--- config.mk ---
export PLATFORM = sky130hd
export DESIGN_NAME = general_timer_counter16
export DESIGN_NICKNAME = d
export VERILOG_FILES = /design/src/rtl/count_edge_sync.v /design/src/rtl/timer_cmd_decode.v /design/src/rtl/general_timer_counter16.v
export VERILOG_INCLUDE_DIRS = /design/src /design/src/common
export SDC_FILE = /design/constraint.sdc
export NUM_CORES = 1
export LEC_CHECK = 0
export BUFFER_PORTS_ARGS = -buffer_cell sky130_fd_sc_hd__buf_2
export CELL_PAD_IN_SITES_DETAIL_PLACEMENT = 1
export CELL_PAD_IN_SITES_GLOBAL_PLACEMENT = 1
export CORE_UTILIZATION = 37
export DETAILED_ROUTE_END_ITERATION = 10
export PLACE_DENSITY_LB_ADDON = 0.1
export SLEW_MARGIN = 5
export SYNTH_ARGS = -nofsm -noshare
export SYNTH_HDL_FRONTEND = slang
export SYNTH_SLANG_ARGS = --single-unit
--- constraint.sdc ---
create_clock -name CLOCK_I -period 2.3 [get_ports CLOCK_I]
set_clock_uncertainty 0.1 [all_clocks]
set_input_delay 0.23 -clock CLOCK_I [delete_from_list [all_inputs] [get_ports CLOCK_I]]
set_output_delay 0.23 -clock CLOCK_I [all_outputs]
set_load 0.01 [all_outputs]
--- src/common/timer_regs.vh ---
// Operation
// - Sixteen-bit down counter, internal or external clock.
// - Period is high byte above low byte.
// - Period reads back programmed value; timer-reset keeps it.
// - Command bits execute once and self-clear.
// - Command read gives 01 only if enabled and pending.
// - Resets restore default mode, source, routing, stopped.
// - Codes 0001/0010 enable/disable the interrupt.
// - Codes 0011/0100 select one-shot/re-triggerable mode.
// - Codes 0101/0110 select internal/external count clock.
// - Codes 0111/1000 route/unroute output to pin zero.
// - Codes 1001/1010/1011 start, stop, reset timer.
// - One-shot output high for N clocks, then low.
// - One-shot restart before timeout reloads full period.
// - After one-shot timeout only stop or a reset restores high output.
// - Started one-shot ignores period writes, setup commands.
// - Re-triggerable output high P, low Q, repeating.
// - Running re-triggerable ignores period writes, most commands.
// - Routed pin zero drives timer output, ignores controls.
// - Interrupt at one-shot timeout, each periodic rising edge.
// - Interrupt clears on command read or timer-reset.
// - Interrupt reported as a channel zero source.
// - Timer source code is all ones in channel zero.
`ifndef TIMER_REGS_VH
`define TIMER_REGS_VH
// =====================================================================
// Register map
`define TMR_ADDR 8'h84
`define TMR_CMD_LSB 0
`define TMR_LO_LSB 16
`define TMR_HI_LSB 24
`define TMR_BE_CMD 0
`define TMR_BE_RSVD 1
`define TMR_BE_LO 2
`define TMR_BE_HI 3
`define TMR_STATUS_PEND 8'h01
`define TMR_STATUS_NONE 8'h00
`define TMR_PERIOD_RST 8'h00
// =====================================================================
// Command codes
`define CMD_INT_EN 4'h1
`define CMD_INT_DIS 4'h2
`define CMD_ONESHOT 4'h3
`define CMD_RETRIG 4'h4
`define CMD_SRC_INT 4'h5
`define CMD_SRC_EXT 4'h6
`define CMD_ROUTE 4'h7
`define CMD_UNROUTE 4'h8
`define CMD_START 4'h9
`define CMD_STOP 4'hA
`define CMD_RESET 4'hB
// =====================================================================
// Interrupt source codes
`define INT_SRC_NONE 3'h0
`define INT_SRC_TIMER 3'h7
`endif

--- src/rtl/count_edge_sync.v ---
`timescale 1ns/10ps
`default_nettype none
module count_edge_sync
(
  input wire clk_i,
  input wire rst_n_i,
  input wire async_i,
  output wire rise_o
);

  reg meta;
  reg stable;
  reg prev;

  // =====================================================================
  // Two-stage synchronizer; only the second stage feeds the edge detect.
  always @(posedge clk_i)
  begin
    if (!rst_n_i)
    begin
      meta <= 1'b0;
      stable <= 1'b0;
      prev <= 1'b0;
    end
    else
    begin
      meta <= async_i;
      stable <= meta;
      prev <= stable;
    end
  end

  // One-cycle pulse on each synchronized rising edge.
  assign rise_o = stable & ~prev;

endmodule
`default_nettype wire

--- src/rtl/timer_cmd_decode.v ---
`timescale 1ns/10ps
`default_nettype none
module timer_cmd_decode
(
  input wire valid_i,
  input wire [3:0] code_i,
  output wire [15:0] onehot_o
);

  // =====================================================================
  // One-hot decode of a command code, gated by its write strobe.
  function [15:0] decode;
    input v;
    input [3:0] c;
    begin
      decode = 16'h0000;
      if (v)
      begin
        decode[c] = 1'b1;
      end
    end
  endfunction

  // Reserved codes land on bits nothing reads, so they do nothing.
  assign onehot_o = decode(valid_i, code_i);

endmodule
`default_nettype wire

--- src/rtl/general_timer_counter16.v ---
`timescale 1ns/10ps
`default_nettype none
`include "timer_regs.vh"
module general_timer_counter16
#(
  parameter WIDTH = 16
)
(
  input wire CLOCK_I,
  input wire RST_N_I,
  input wire [7:0] REG_ADDR_I,
  input wire REG_WR_I,
  input wire REG_RD_I,
  input wire [3:0] REG_BE_I,
  input wire [31:0] REG_WDATA_I,
  output wire [31:0] REG_RDATA_O,
  output wire REG_RVALID_O,
  input wire EXT_COUNT_CLOCK_I,
  input wire PIN_LEVEL_I,
  input wire PIN_DIR_IN_I,
  input wire PIN_TRISTATE_I,
  output wire TIMER_OUT_O,
  output wire MPIO0_O,
  output wire MPIO0_OE_N_O,
  output wire INT_PENDING_O,
  output wire [2:0] INT_CODE_O
);

  // =====================================================================
  // Counter states.
  localparam ST_STOP = 2'b00;
  localparam ST_RUN = 2'b01;
  localparam ST_DONE = 2'b10;

  // =====================================================================
  // Declarations.
  reg [1:0] state;
  reg [WIDTH-1:0] cnt;
  reg phase_low;
  reg out_level;
  reg int_en;
  reg oneshot;
  reg ext_sel;
  reg route;
  reg pend;
  reg [7:0] period_hi;
  reg [7:0] period_lo;
  reg [31:0] rdata;
  reg rvalid;
  reg pin_level;
  reg pin_oe_n;
  reg int_pending;
  reg [2:0] int_code;
  wire hit;
  wire cmd_valid;
  wire [15:0] cmd;
  wire started;
  wire cfg_ok;
  wire ext_rise;
  wire tick;
  wire [WIDTH-1:0] period;
  wire [WIDTH-1:0] half_p;
  wire [WIDTH-1:0] half_q;
  wire c_start;
  wire c_stop;
  wire c_reset;
  wire rd_clear;
  wire last_tick;
  wire timeout_evt;
  wire next_int;

  // =====================================================================
  // Register port decode.
  // Every read is answered; only the timer dword returns data, other addresses read as zero.
  assign hit = ({REG_ADDR_I[7:2], 2'b00} == `TMR_ADDR);
  assign cmd_valid = REG_WR_I & hit & REG_BE_I[`TMR_BE_CMD];
  assign rd_clear = REG_RD_I & hit & REG_BE_I[`TMR_BE_CMD];

  // Command strobes last one cycle, so nothing stays latched.
  timer_cmd_decode u_decode
  (
    .valid_i(cmd_valid),
    .code_i(REG_WDATA_I[`TMR_CMD_LSB+3:`TMR_CMD_LSB]),
    .onehot_o(cmd)
  );

  assign c_start = cmd[`CMD_START];
  assign c_stop = cmd[`CMD_STOP];
  assign c_reset = cmd[`CMD_RESET];

  // Once started, setup commands and period writes are locked out.
  assign started = (state != ST_STOP);
  assign cfg_ok = ~started;

  // =====================================================================
  // Period value and its two phases.
  assign period = {period_hi, period_lo};
  assign half_p = period >> 1;
  assign half_q = period - half_p;

  // =====================================================================
  // Count clock source.
  // The external pin is sampled into this clock domain first.
  count_edge_sync u_sync
  (
    .clk_i(CLOCK_I),
    .rst_n_i(RST_N_I),
    .async_i(EXT_COUNT_CLOCK_I),
    .rise_o(ext_rise)
  );

  // The internal source counts every system clock.
  assign tick = ext_sel ? ext_rise : 1'b1;

  // =====================================================================
  // Period bytes.
  // Hardware reset clears them; the timer-reset command does not.
  always @(posedge CLOCK_I)
  begin
    if (!RST_N_I)
    begin
      period_hi <= `TMR_PERIOD_RST;
      period_lo <= `TMR_PERIOD_RST;
    end
    else if (REG_WR_I && hit && cfg_ok)
    begin
      if (REG_BE_I[`TMR_BE_HI])
      begin
        period_hi <= REG_WDATA_I[`TMR_HI_LSB+7:`TMR_HI_LSB];
      end
      if (REG_BE_I[`TMR_BE_LO])
      begin
        period_lo <= REG_WDATA_I[`TMR_LO_LSB+7:`TMR_LO_LSB];
      end
    end
  end

  // =====================================================================
  // Configuration flags.
  // Both resets restore the defaults; commands apply only while stopped.
  always @(posedge CLOCK_I)
  begin
    if (!RST_N_I || c_reset)
    begin
      int_en <= 1'b0;
      oneshot <= 1'b0;
      ext_sel <= 1'b0;
      route <= 1'b0;
    end
    else if (cfg_ok)
    begin
      if (cmd[`CMD_INT_EN])
      begin
        int_en <= 1'b1;
      end
      if (cmd[`CMD_INT_DIS])
      begin
        int_en <= 1'b0;
      end
      if (cmd[`CMD_ONESHOT])
      begin
        oneshot <= 1'b1;
      end
      if (cmd[`CMD_RETRIG])
      begin
        oneshot <= 1'b0;
      end
      if (cmd[`CMD_SRC_INT])
      begin
        ext_sel <= 1'b0;
      end
      if (cmd[`CMD_SRC_EXT])
      begin
        ext_sel <= 1'b1;
      end
      if (cmd[`CMD_ROUTE])
      begin
        route <= 1'b1;
      end
      if (cmd[`CMD_UNROUTE])
      begin
        route <= 1'b0;
      end
    end
  end

  // =====================================================================
  // Timeout detection.
  // The last count of a phase ends it unless a command overrides it.
  assign last_tick = (state == ST_RUN) && tick && (cnt == {{(WIDTH-1){1'b0}}, 1'b1});
  assign timeout_evt = last_tick && !c_stop && !c_reset && !(c_start && oneshot)
                       && (oneshot || phase_low);

  // =====================================================================
  // Counter state machine.
  always @(posedge CLOCK_I)
  begin
    if (!RST_N_I || c_reset)
    begin
      state <= ST_STOP;
      cnt <= {WIDTH{1'b0}};
      phase_low <= 1'b0;
      out_level <= 1'b1;
    end
    else if (c_stop)
    begin
      state <= ST_STOP;
      phase_low <= 1'b0;
      out_level <= 1'b1;
    end
    else
    begin
      case (state)
        ST_STOP:
        begin
          if (c_start)
          begin
            state <= ST_RUN;
            phase_low <= 1'b0;
            out_level <= 1'b1;
            cnt <= oneshot ? period : half_p;
          end
        end
        ST_RUN:
        begin
          if (c_start && oneshot)
          begin
            cnt <= period;
          end
          else if (last_tick)
          begin
            if (oneshot)
            begin
              state <= ST_DONE;
              out_level <= 1'b0;
            end
            else if (!phase_low)
            begin
              phase_low <= 1'b1;
              out_level <= 1'b0;
              cnt <= half_q;
            end
            else
            begin
              phase_low <= 1'b0;
              out_level <= 1'b1;
              cnt <= half_p;
            end
          end
          else if (tick)
          begin
            cnt <= cnt - {{(WIDTH-1){1'b0}}, 1'b1};
          end
        end
        ST_DONE:
        begin
          // A start here does nothing; only stop or a reset leaves this state.
          state <= ST_DONE;
        end
        default:
        begin
          state <= ST_STOP;
        end
      endcase
    end
  end

  // =====================================================================
  // Pending interrupt.
  // A timeout in the clearing cycle wins, so no event is lost.
  always @(posedge CLOCK_I)
  begin
    if (!RST_N_I)
    begin
      pend <= 1'b0;
    end
    else
    begin
      pend <= timeout_evt | (pend & ~rd_clear & ~c_reset);
    end
  end

  // =====================================================================
  // Register read port.
  // The status byte reflects enable and pending, never the command.
  always @(posedge CLOCK_I)
  begin
    if (!RST_N_I)
    begin
      rdata <= 32'h00000000;
      rvalid <= 1'b0;
    end
    else
    begin
      rvalid <= REG_RD_I;
      if (REG_RD_I && hit)
      begin
        rdata <= {period_hi, period_lo, 8'h00,
                  (int_en && pend) ? `TMR_STATUS_PEND : `TMR_STATUS_NONE};
      end
      else
      begin
        rdata <= 32'h00000000;
      end
    end
  end

  // =====================================================================
  // Channel zero interrupt source report.
  assign next_int = int_en & pend;

  always @(posedge CLOCK_I)
  begin
    if (!RST_N_I)
    begin
      int_pending <= 1'b0;
      int_code <= `INT_SRC_NONE;
    end
    else
    begin
      int_pending <= next_int;
      int_code <= next_int ? `INT_SRC_TIMER : `INT_SRC_NONE;
    end
  end

  // =====================================================================
  // Pin zero mux.
  // Routing overrides the normal level, direction and tristate controls.
  always @(posedge CLOCK_I)
  begin
    if (!RST_N_I)
    begin
      pin_level <= 1'b0;
      pin_oe_n <= 1'b1;
    end
    else if (route)
    begin
      pin_level <= out_level;
      pin_oe_n <= 1'b0;
    end
    else
    begin
      pin_level <= PIN_LEVEL_I;
      pin_oe_n <= PIN_DIR_IN_I | PIN_TRISTATE_I;
    end
  end

  // =====================================================================
  // Outputs, all from flip-flops.
  assign REG_RDATA_O = rdata;
  assign REG_RVALID_O = rvalid;
  assign TIMER_OUT_O = out_level;
  assign MPIO0_O = pin_level;
  assign MPIO0_OE_N_O = pin_oe_n;
  assign INT_PENDING_O = int_pending;
  assign INT_CODE_O = int_code;

endmodule
`default_nettype wire

# Yosys cells after proc, flatten, opt, wreduce, memory -nomap -nowiden
# Cells that the tools add are included.
# word_totals
register_bits	83
in_bits	52
out_inout_bits	40
elab_cells	129
# classes
add_sub_neg	2
order_cmp	2
eq_ne	11
n_mux	41
bitwise_logic	15
n_reduce_logical	37
# op_table
cell	count
two-way mux 16 bit	7
one-hot mux 16 bit (2 select lines)	1
two-way mux 1 bit	23
equality test 16 x 1 -> 1 bit (second input constant)	1
subtractor 16 x 1 -> 16 bit (second input constant)	1
subtractor 16 x 15 -> 16 bit	1
AND reduction 2 bit	7
logical AND 1 bit	12
two-way mux 12 bit	1
nonzero test 2 bit	6
inequality test 2 bit (second input constant)	5
AND reduction 5 bit	2
bitwise AND 1 bit	8
two-way mux 2 bit	4
inequality test 4 x 3 -> 1 bit (second input constant)	2
AND reduction 4 bit	2
equality test 6 bit (second input constant)	1
one-hot mux 2 bit (3 select lines)	1
less-than comparator 4 x 5 -> 1 bit (second input constant)	1
NOT 1 bit	5
demux 1 bit (select 4 bit)	1
>= comparator 4 x 1 -> 1 bit (second input constant)	1
zero test 1 bit	4
one-hot mux 1 bit (2 select lines)	2
7 further kinds	9

# Depth between registers and ports, before layout
# depth
ltp_word	11
depth_mapped	10
ltp_nobuf	10

# By module
# From an unflattened synthesis, not the netlist that was laid out.
# hier_totals
cells_unflattened	549
area_unflattened_um2	4450.5
# modules_own_cells
mod	n_inst	cells_per_inst	area_each_um2	seq_area_each_um2
general_timer_counter16	1	519	4240.3	1241.2
timer_cmd_decode	1	23	117.6	0.0
count_edge_sync	1	7	92.6	60.1

# Worst setup path before layout
# OpenSTA, ideal clock, no wires.
# synth_path
path_kind	register to register
startpoint	register period_lo[2]
endpoint	register cnt[13]
setup_time_ps	126
arrival_ps	2166
required_ps	2074
path_slack_ps	-93
path_stages_with_launch	10
path_buffers	0
period_less_slack_ps	2393
path_cell_list	dfxtp_1 > inv_1 > ha_1 > nor2b_1 > o31ai_1 > a21bo_2 > a21oi_1 > or4_1 > nand3_1 > a31oi_1
# synth_between
elab_chain_len	6
# synth_lines
item	line	text
start, declared	general_timer_counter16.v:47	reg [7:0] period_lo;
start signal, assigned	general_timer_counter16.v:123	period_lo <= `TMR_PERIOD_RST;
start signal, assigned	general_timer_counter16.v:133	period_lo <= REG_WDATA_I[`TMR_LO_LSB+7:`TMR_LO_LSB];
subtractor 16 x 15 -> 16 bit	general_timer_counter16.v:99	assign half_q = period - half_p;
two-way mux 16 bit	general_timer_counter16.v:237	else if (!phase_low)
two-way mux 16 bit	general_timer_counter16.v:232	if (oneshot)
two-way mux 16 bit	general_timer_counter16.v:230	else if (last_tick)
two-way mux 16 bit	general_timer_counter16.v:226	if (c_start && oneshot)
one-hot mux 16 bit (2 select lines)	general_timer_counter16.v:213	case (state)
end signal, assigned	general_timer_counter16.v:221	cnt <= oneshot ? period : half_p;
end signal, assigned	general_timer_counter16.v:228	cnt <= period;
end signal, assigned	general_timer_counter16.v:241	cnt <= half_q;
end, declared	general_timer_counter16.v:38	reg [WIDTH-1:0] cnt;
# No other way between the ends. The select of a mux whose other input is x is not followed.
# A chain may end at the register's enable or synchronous reset.

# Worst setup path after layout
# layout_path
startpoint	register cnt[11]
endpoint	register cnt[4]
# layout_between
elab_chain_len	5
word_cells_on_any_way	8
cone_classes	eq/ne: 3; mux: 3; reduce/logical: 2
# layout_lines
item	line	text
start signal, assigned	general_timer_counter16.v:201	cnt <= {WIDTH{1'b0}};
start signal, assigned	general_timer_counter16.v:221	
start signal, assigned	general_timer_counter16.v:228	
equality test 16 x 1 -> 1 bit (*)	general_timer_counter16.v:190	assign last_tick = (state == ST_RUN) && tick && (cnt == {{(WIDTH-1){1'b0}}, 1'b1});
logical AND 1 bit (*)	general_timer_counter16.v:190	
two-way mux 16 bit	general_timer_counter16.v:230	
two-way mux 16 bit	general_timer_counter16.v:226	
one-hot mux 16 bit (2 select lines)	general_timer_counter16.v:213	
# Mark *: on every way between the ends. The rest lies on a longest branch, timed or not.

==> results.py <==
metrics = {
    "die": {
        "start_util_pct": 37.9,
        "core_area_um2": 11400,
        "fp.dieW_um": 110,
        "rows": 39,
        "die_y_um": 110,
        "ios": 92,
        "die_area_um2": 12100,
    },
    "drt": {
        "wl_met3_um": 613,
        "wl_per_cell_um": 18.8,
        "met1_length_um": 6150,
        "met2_length_um": 8500,
        "viasPerCell": 5.43,
        "vias": 4605,
        "top_layer_used": "met4",
        "drtAntennaViolNets": 0,
        "drtPass1Iterations": 4,
        "drt_iter0_drc": 165,
        "drc_errors": 0,
        "drt-total-wl_um": 15900,
    },
    "status": {
        "status": "finished, violations left",
        "violations": "negative setup slack",
    },
    "synthesis": {
        "ys.flop_type": "dfxtp_1",
        "yosysSeqAreaShare_pct": 30.1,
        "synth_edf_count": 0,
        "yosysWarnings": 0,
        "synth_cells": 520,
        "synth_area_per_cell_um2": 8.32,
        "ys_ff_latch": 65,
        "synth_cell_types": 67,
        "ys_top_cells_by_area": "dfxtp_1 (30%), mux2i_1 (6.5%), ha_1 (5.5%), o21ai_0 (3.7%), nor2b_1 (3.5%)",
        "netlist.area_leader.share_pct": 30.1,
        "synth_top_area_cell": "dfxtp_1",
        "ys_async_sr_fraction_pct": 0,
        "netlist_area_um2": 4330,
    },
    "placed_design": {
        "place_ws_ns": -0.296,
        "placed_cell_area_um2": 5480,
        "gp_congestion": 0.817,
        "portBuffers": 61,
        "hpwlAfterDp_um": 11100,
        "dpl.cell_count": 808,
    },
    "cells_and_area": {
        "drive_above_1_share_pct": 41.1,
        "syn_to_final_growth_pct": 47.7,
        "antenna_cells": 0,
        "finalNetCount": 772,
        "fin_util_pct": 56.0,
        "stdcell_count": 848,
        "final_cell_area_um2": 6390,
    },
    "worst_hold_path": {
        "hold_path.startpoint": "REG_RD_I",
        "hold_path.class": "primary input to register",
    },
    "setup_path": {
        "critPathArrivalTime_ns": 2.60,
        "path_class": "register to register",
        "slowest_delay_ns": 0.54,
        "critPathCaptureType": "register",
        "critPathLaunchType": "register",
        "crit_chain": "or4_4 > or4_4 > nor3_4 > buf_12 > buf_6 > o311ai_4 > a31oi_1 > a221o_1 > o22ai_1",
        "critPathRequiredTime_ns": 2.42,
        "path_delay_family": "simple AND/OR/NAND/NOR gates",
        "critPathSlowestCell": "or4_4",
        "critPathMaxFanout": 8,
        "crit_buf_inv": 2,
        "r2r-start": "cnt[11]$_SDFFE_PP0P_",
        "critPathLaunch": "cnt[11]$_SDFFE_PP0P_",
        "crit_path_frequent_cell": "or4_4",
    },
    "clock_tree": {
        "clkSinkCount": 65,
        "clock_tree.root_cell": "clkbuf_16",
        "clk_latency_ns": 0.34,
        "cts_buffer_depth": 2,
        "cts_buffers": 9,
        "htree_levels": 3,
        "cts.clk_slew.worst_paths_ns": 0.06,
        "cts_tree": "done",
    },
    "timing": {
        "fin_crit_ns": 2.48,
        "hold_slack_ns": 0.0402,
        "hold_violations": 0,
        "rsz0062_at_grt": "yes",
        "setup_viol": 12,
        "finalCritPeriodShare_pct": 108,
        "finalSetupTns_ns": -1.21,
        "max_slew_margin_pct": 55.6,
        "setup_slack_ns": -0.176,
        "drv_slew": 0,
        "worstMarginPinSlew_ns": 0.665,
        "fmax_mhz": 404,
    },
    "pwr": {
        "peakVddDrop_mv": 0.422,
        "power_density_nw_per_um2": 412,
        "power_mw": 2.63,
        "leakage_nw": 2.80,
    },
    "global_routing": {
        "grt_max_degree": 29,
        "antenna_found_initial": 0,
        "grt-ovfl-total": 0,
        "grt_pass1_vias": 4883,
        "grt_pass1_wl_um": 23800,
        "track_usage_pct": 26.2,
    },
    "job": {
        "drv_cap": 0,
    },
}
repair_timing:
item / 4_1_cts / 5_1_grt
pin swaps: 32 / 29
gates cloned: 0 / 0
setup buffers: 10 / 14
endpoints found under the hold margin: 1 / 0
hold buffers: 1 / 0
setup endpoints to repair: 19 / 21
resized for setup: 72 / 38
logic make-up (layout without fill, tap and decap cells):
group | Yosys count | in the layout | share of synthesized area, %
DFF | 65 | 65 | 30.1
AOI/OAI and AO/OA | 140 | 140 | 22.3
adders and majority gates | 20 | 20 | 5.96
other | 1 | 15 | 0.0867
and+or+nand+nor | 182 | 182 | 23.9
xor gates and xnor gates | 14 | 14 | 2.83
buffers and inverters | 69 | 240 | 8.07
muxes | 29 | 29 | 6.74
cells in the final DEF, fill, tap and decap left out, types with 5 or more instances in the layout:
master	instances
xnor2_1	10
inv_1	23
a21oi_1	16
buf_4	117
o21ai_0	21
nand3_1	8
o22ai_1	7
ha_4	5
mux2i_1	27
nand2_1	34
nor2b_1	22
buf_6	14
dfxtp_2	10
nor2_1	29
nor3_1	10
o211ai_1	9
and3_1	6
and2_1	22
clkbuf_16	9
a22oi_1	10
nand4_1	10
o21ai_1	8
dfxtp_1	52
buf_2	61
a31oi_1	11
conb_1	15
ha_1	13
o21a_1	8
synthesized netlist by cell type (10+ instances only):
cell type / instances
dfxtp_1: 65
nand2_1: 36
o21ai_0: 32
nor2_1: 31
inv_1: 28
mux2i_1: 28
nor2b_1: 24
and2_1: 22
a21oi_1: 19
buf_4: 19
ha_1: 19
clkbuf_1: 16
a31oi_1: 13
nor3_1: 13
a22oi_1: 10
nand4_1: 10
xnor2_1: 10
power by group:
group	leakage (nW)	internal [mW]	switching (mW)	total, mW
combinational	2.14	0.0855	0.0970	0.183
sequential	0.532	1.13	0.00258	1.13
clock	0.131	0.786	0.534	1.32
metal layers:
metal	GRT usage, %	vias up
met1	27.4	2236
met2	49.7	110
met5	0	-
met4	11.1	0
met3	6.17	44
li1	-	2215
cell type report:
class                   instances  area (um^2)
clock buffers                  12          256
well taps                     143          179
clock inverters                 4         27.5
repair buffers                195         1390
inverters                      29          114
multi-input cells             400         3100
fillers                      1347         5030
flip-flops and latches         65         1330
final timing paths:
path | slack [ns] | to | cells after the start
max reg2reg | -0.18 | cnt[4]$_SDFFE_PP0P_ | 9
min | 0.04 | REG_RVALID_O$_SDFF_PN0_ | 2
max | -0.18 | cnt[4]$_SDFFE_PP0P_ | 9
min reg2reg | 0.34 | u_sync.stable$_SDFF_PN0_ | 1
sequential cells by signal (all words and copies together), names as in the netlist:
signal         count
INT_CODE_O         1
MPIO0_O            1
MPIO0_OE_N_O       1
REG_RDATA_O       17
REG_RVALID_O       1
TIMER_OUT_O        1
cnt               16
ext_sel            1
int_en             1
oneshot            1
pend               1
period_hi          8
period_lo          8
phase_low          1
route              1
state              2
u_sync.meta        1
u_sync.prev        1
u_sync.stable      1
No activity file was read; power rests on OpenSTA's default activity.
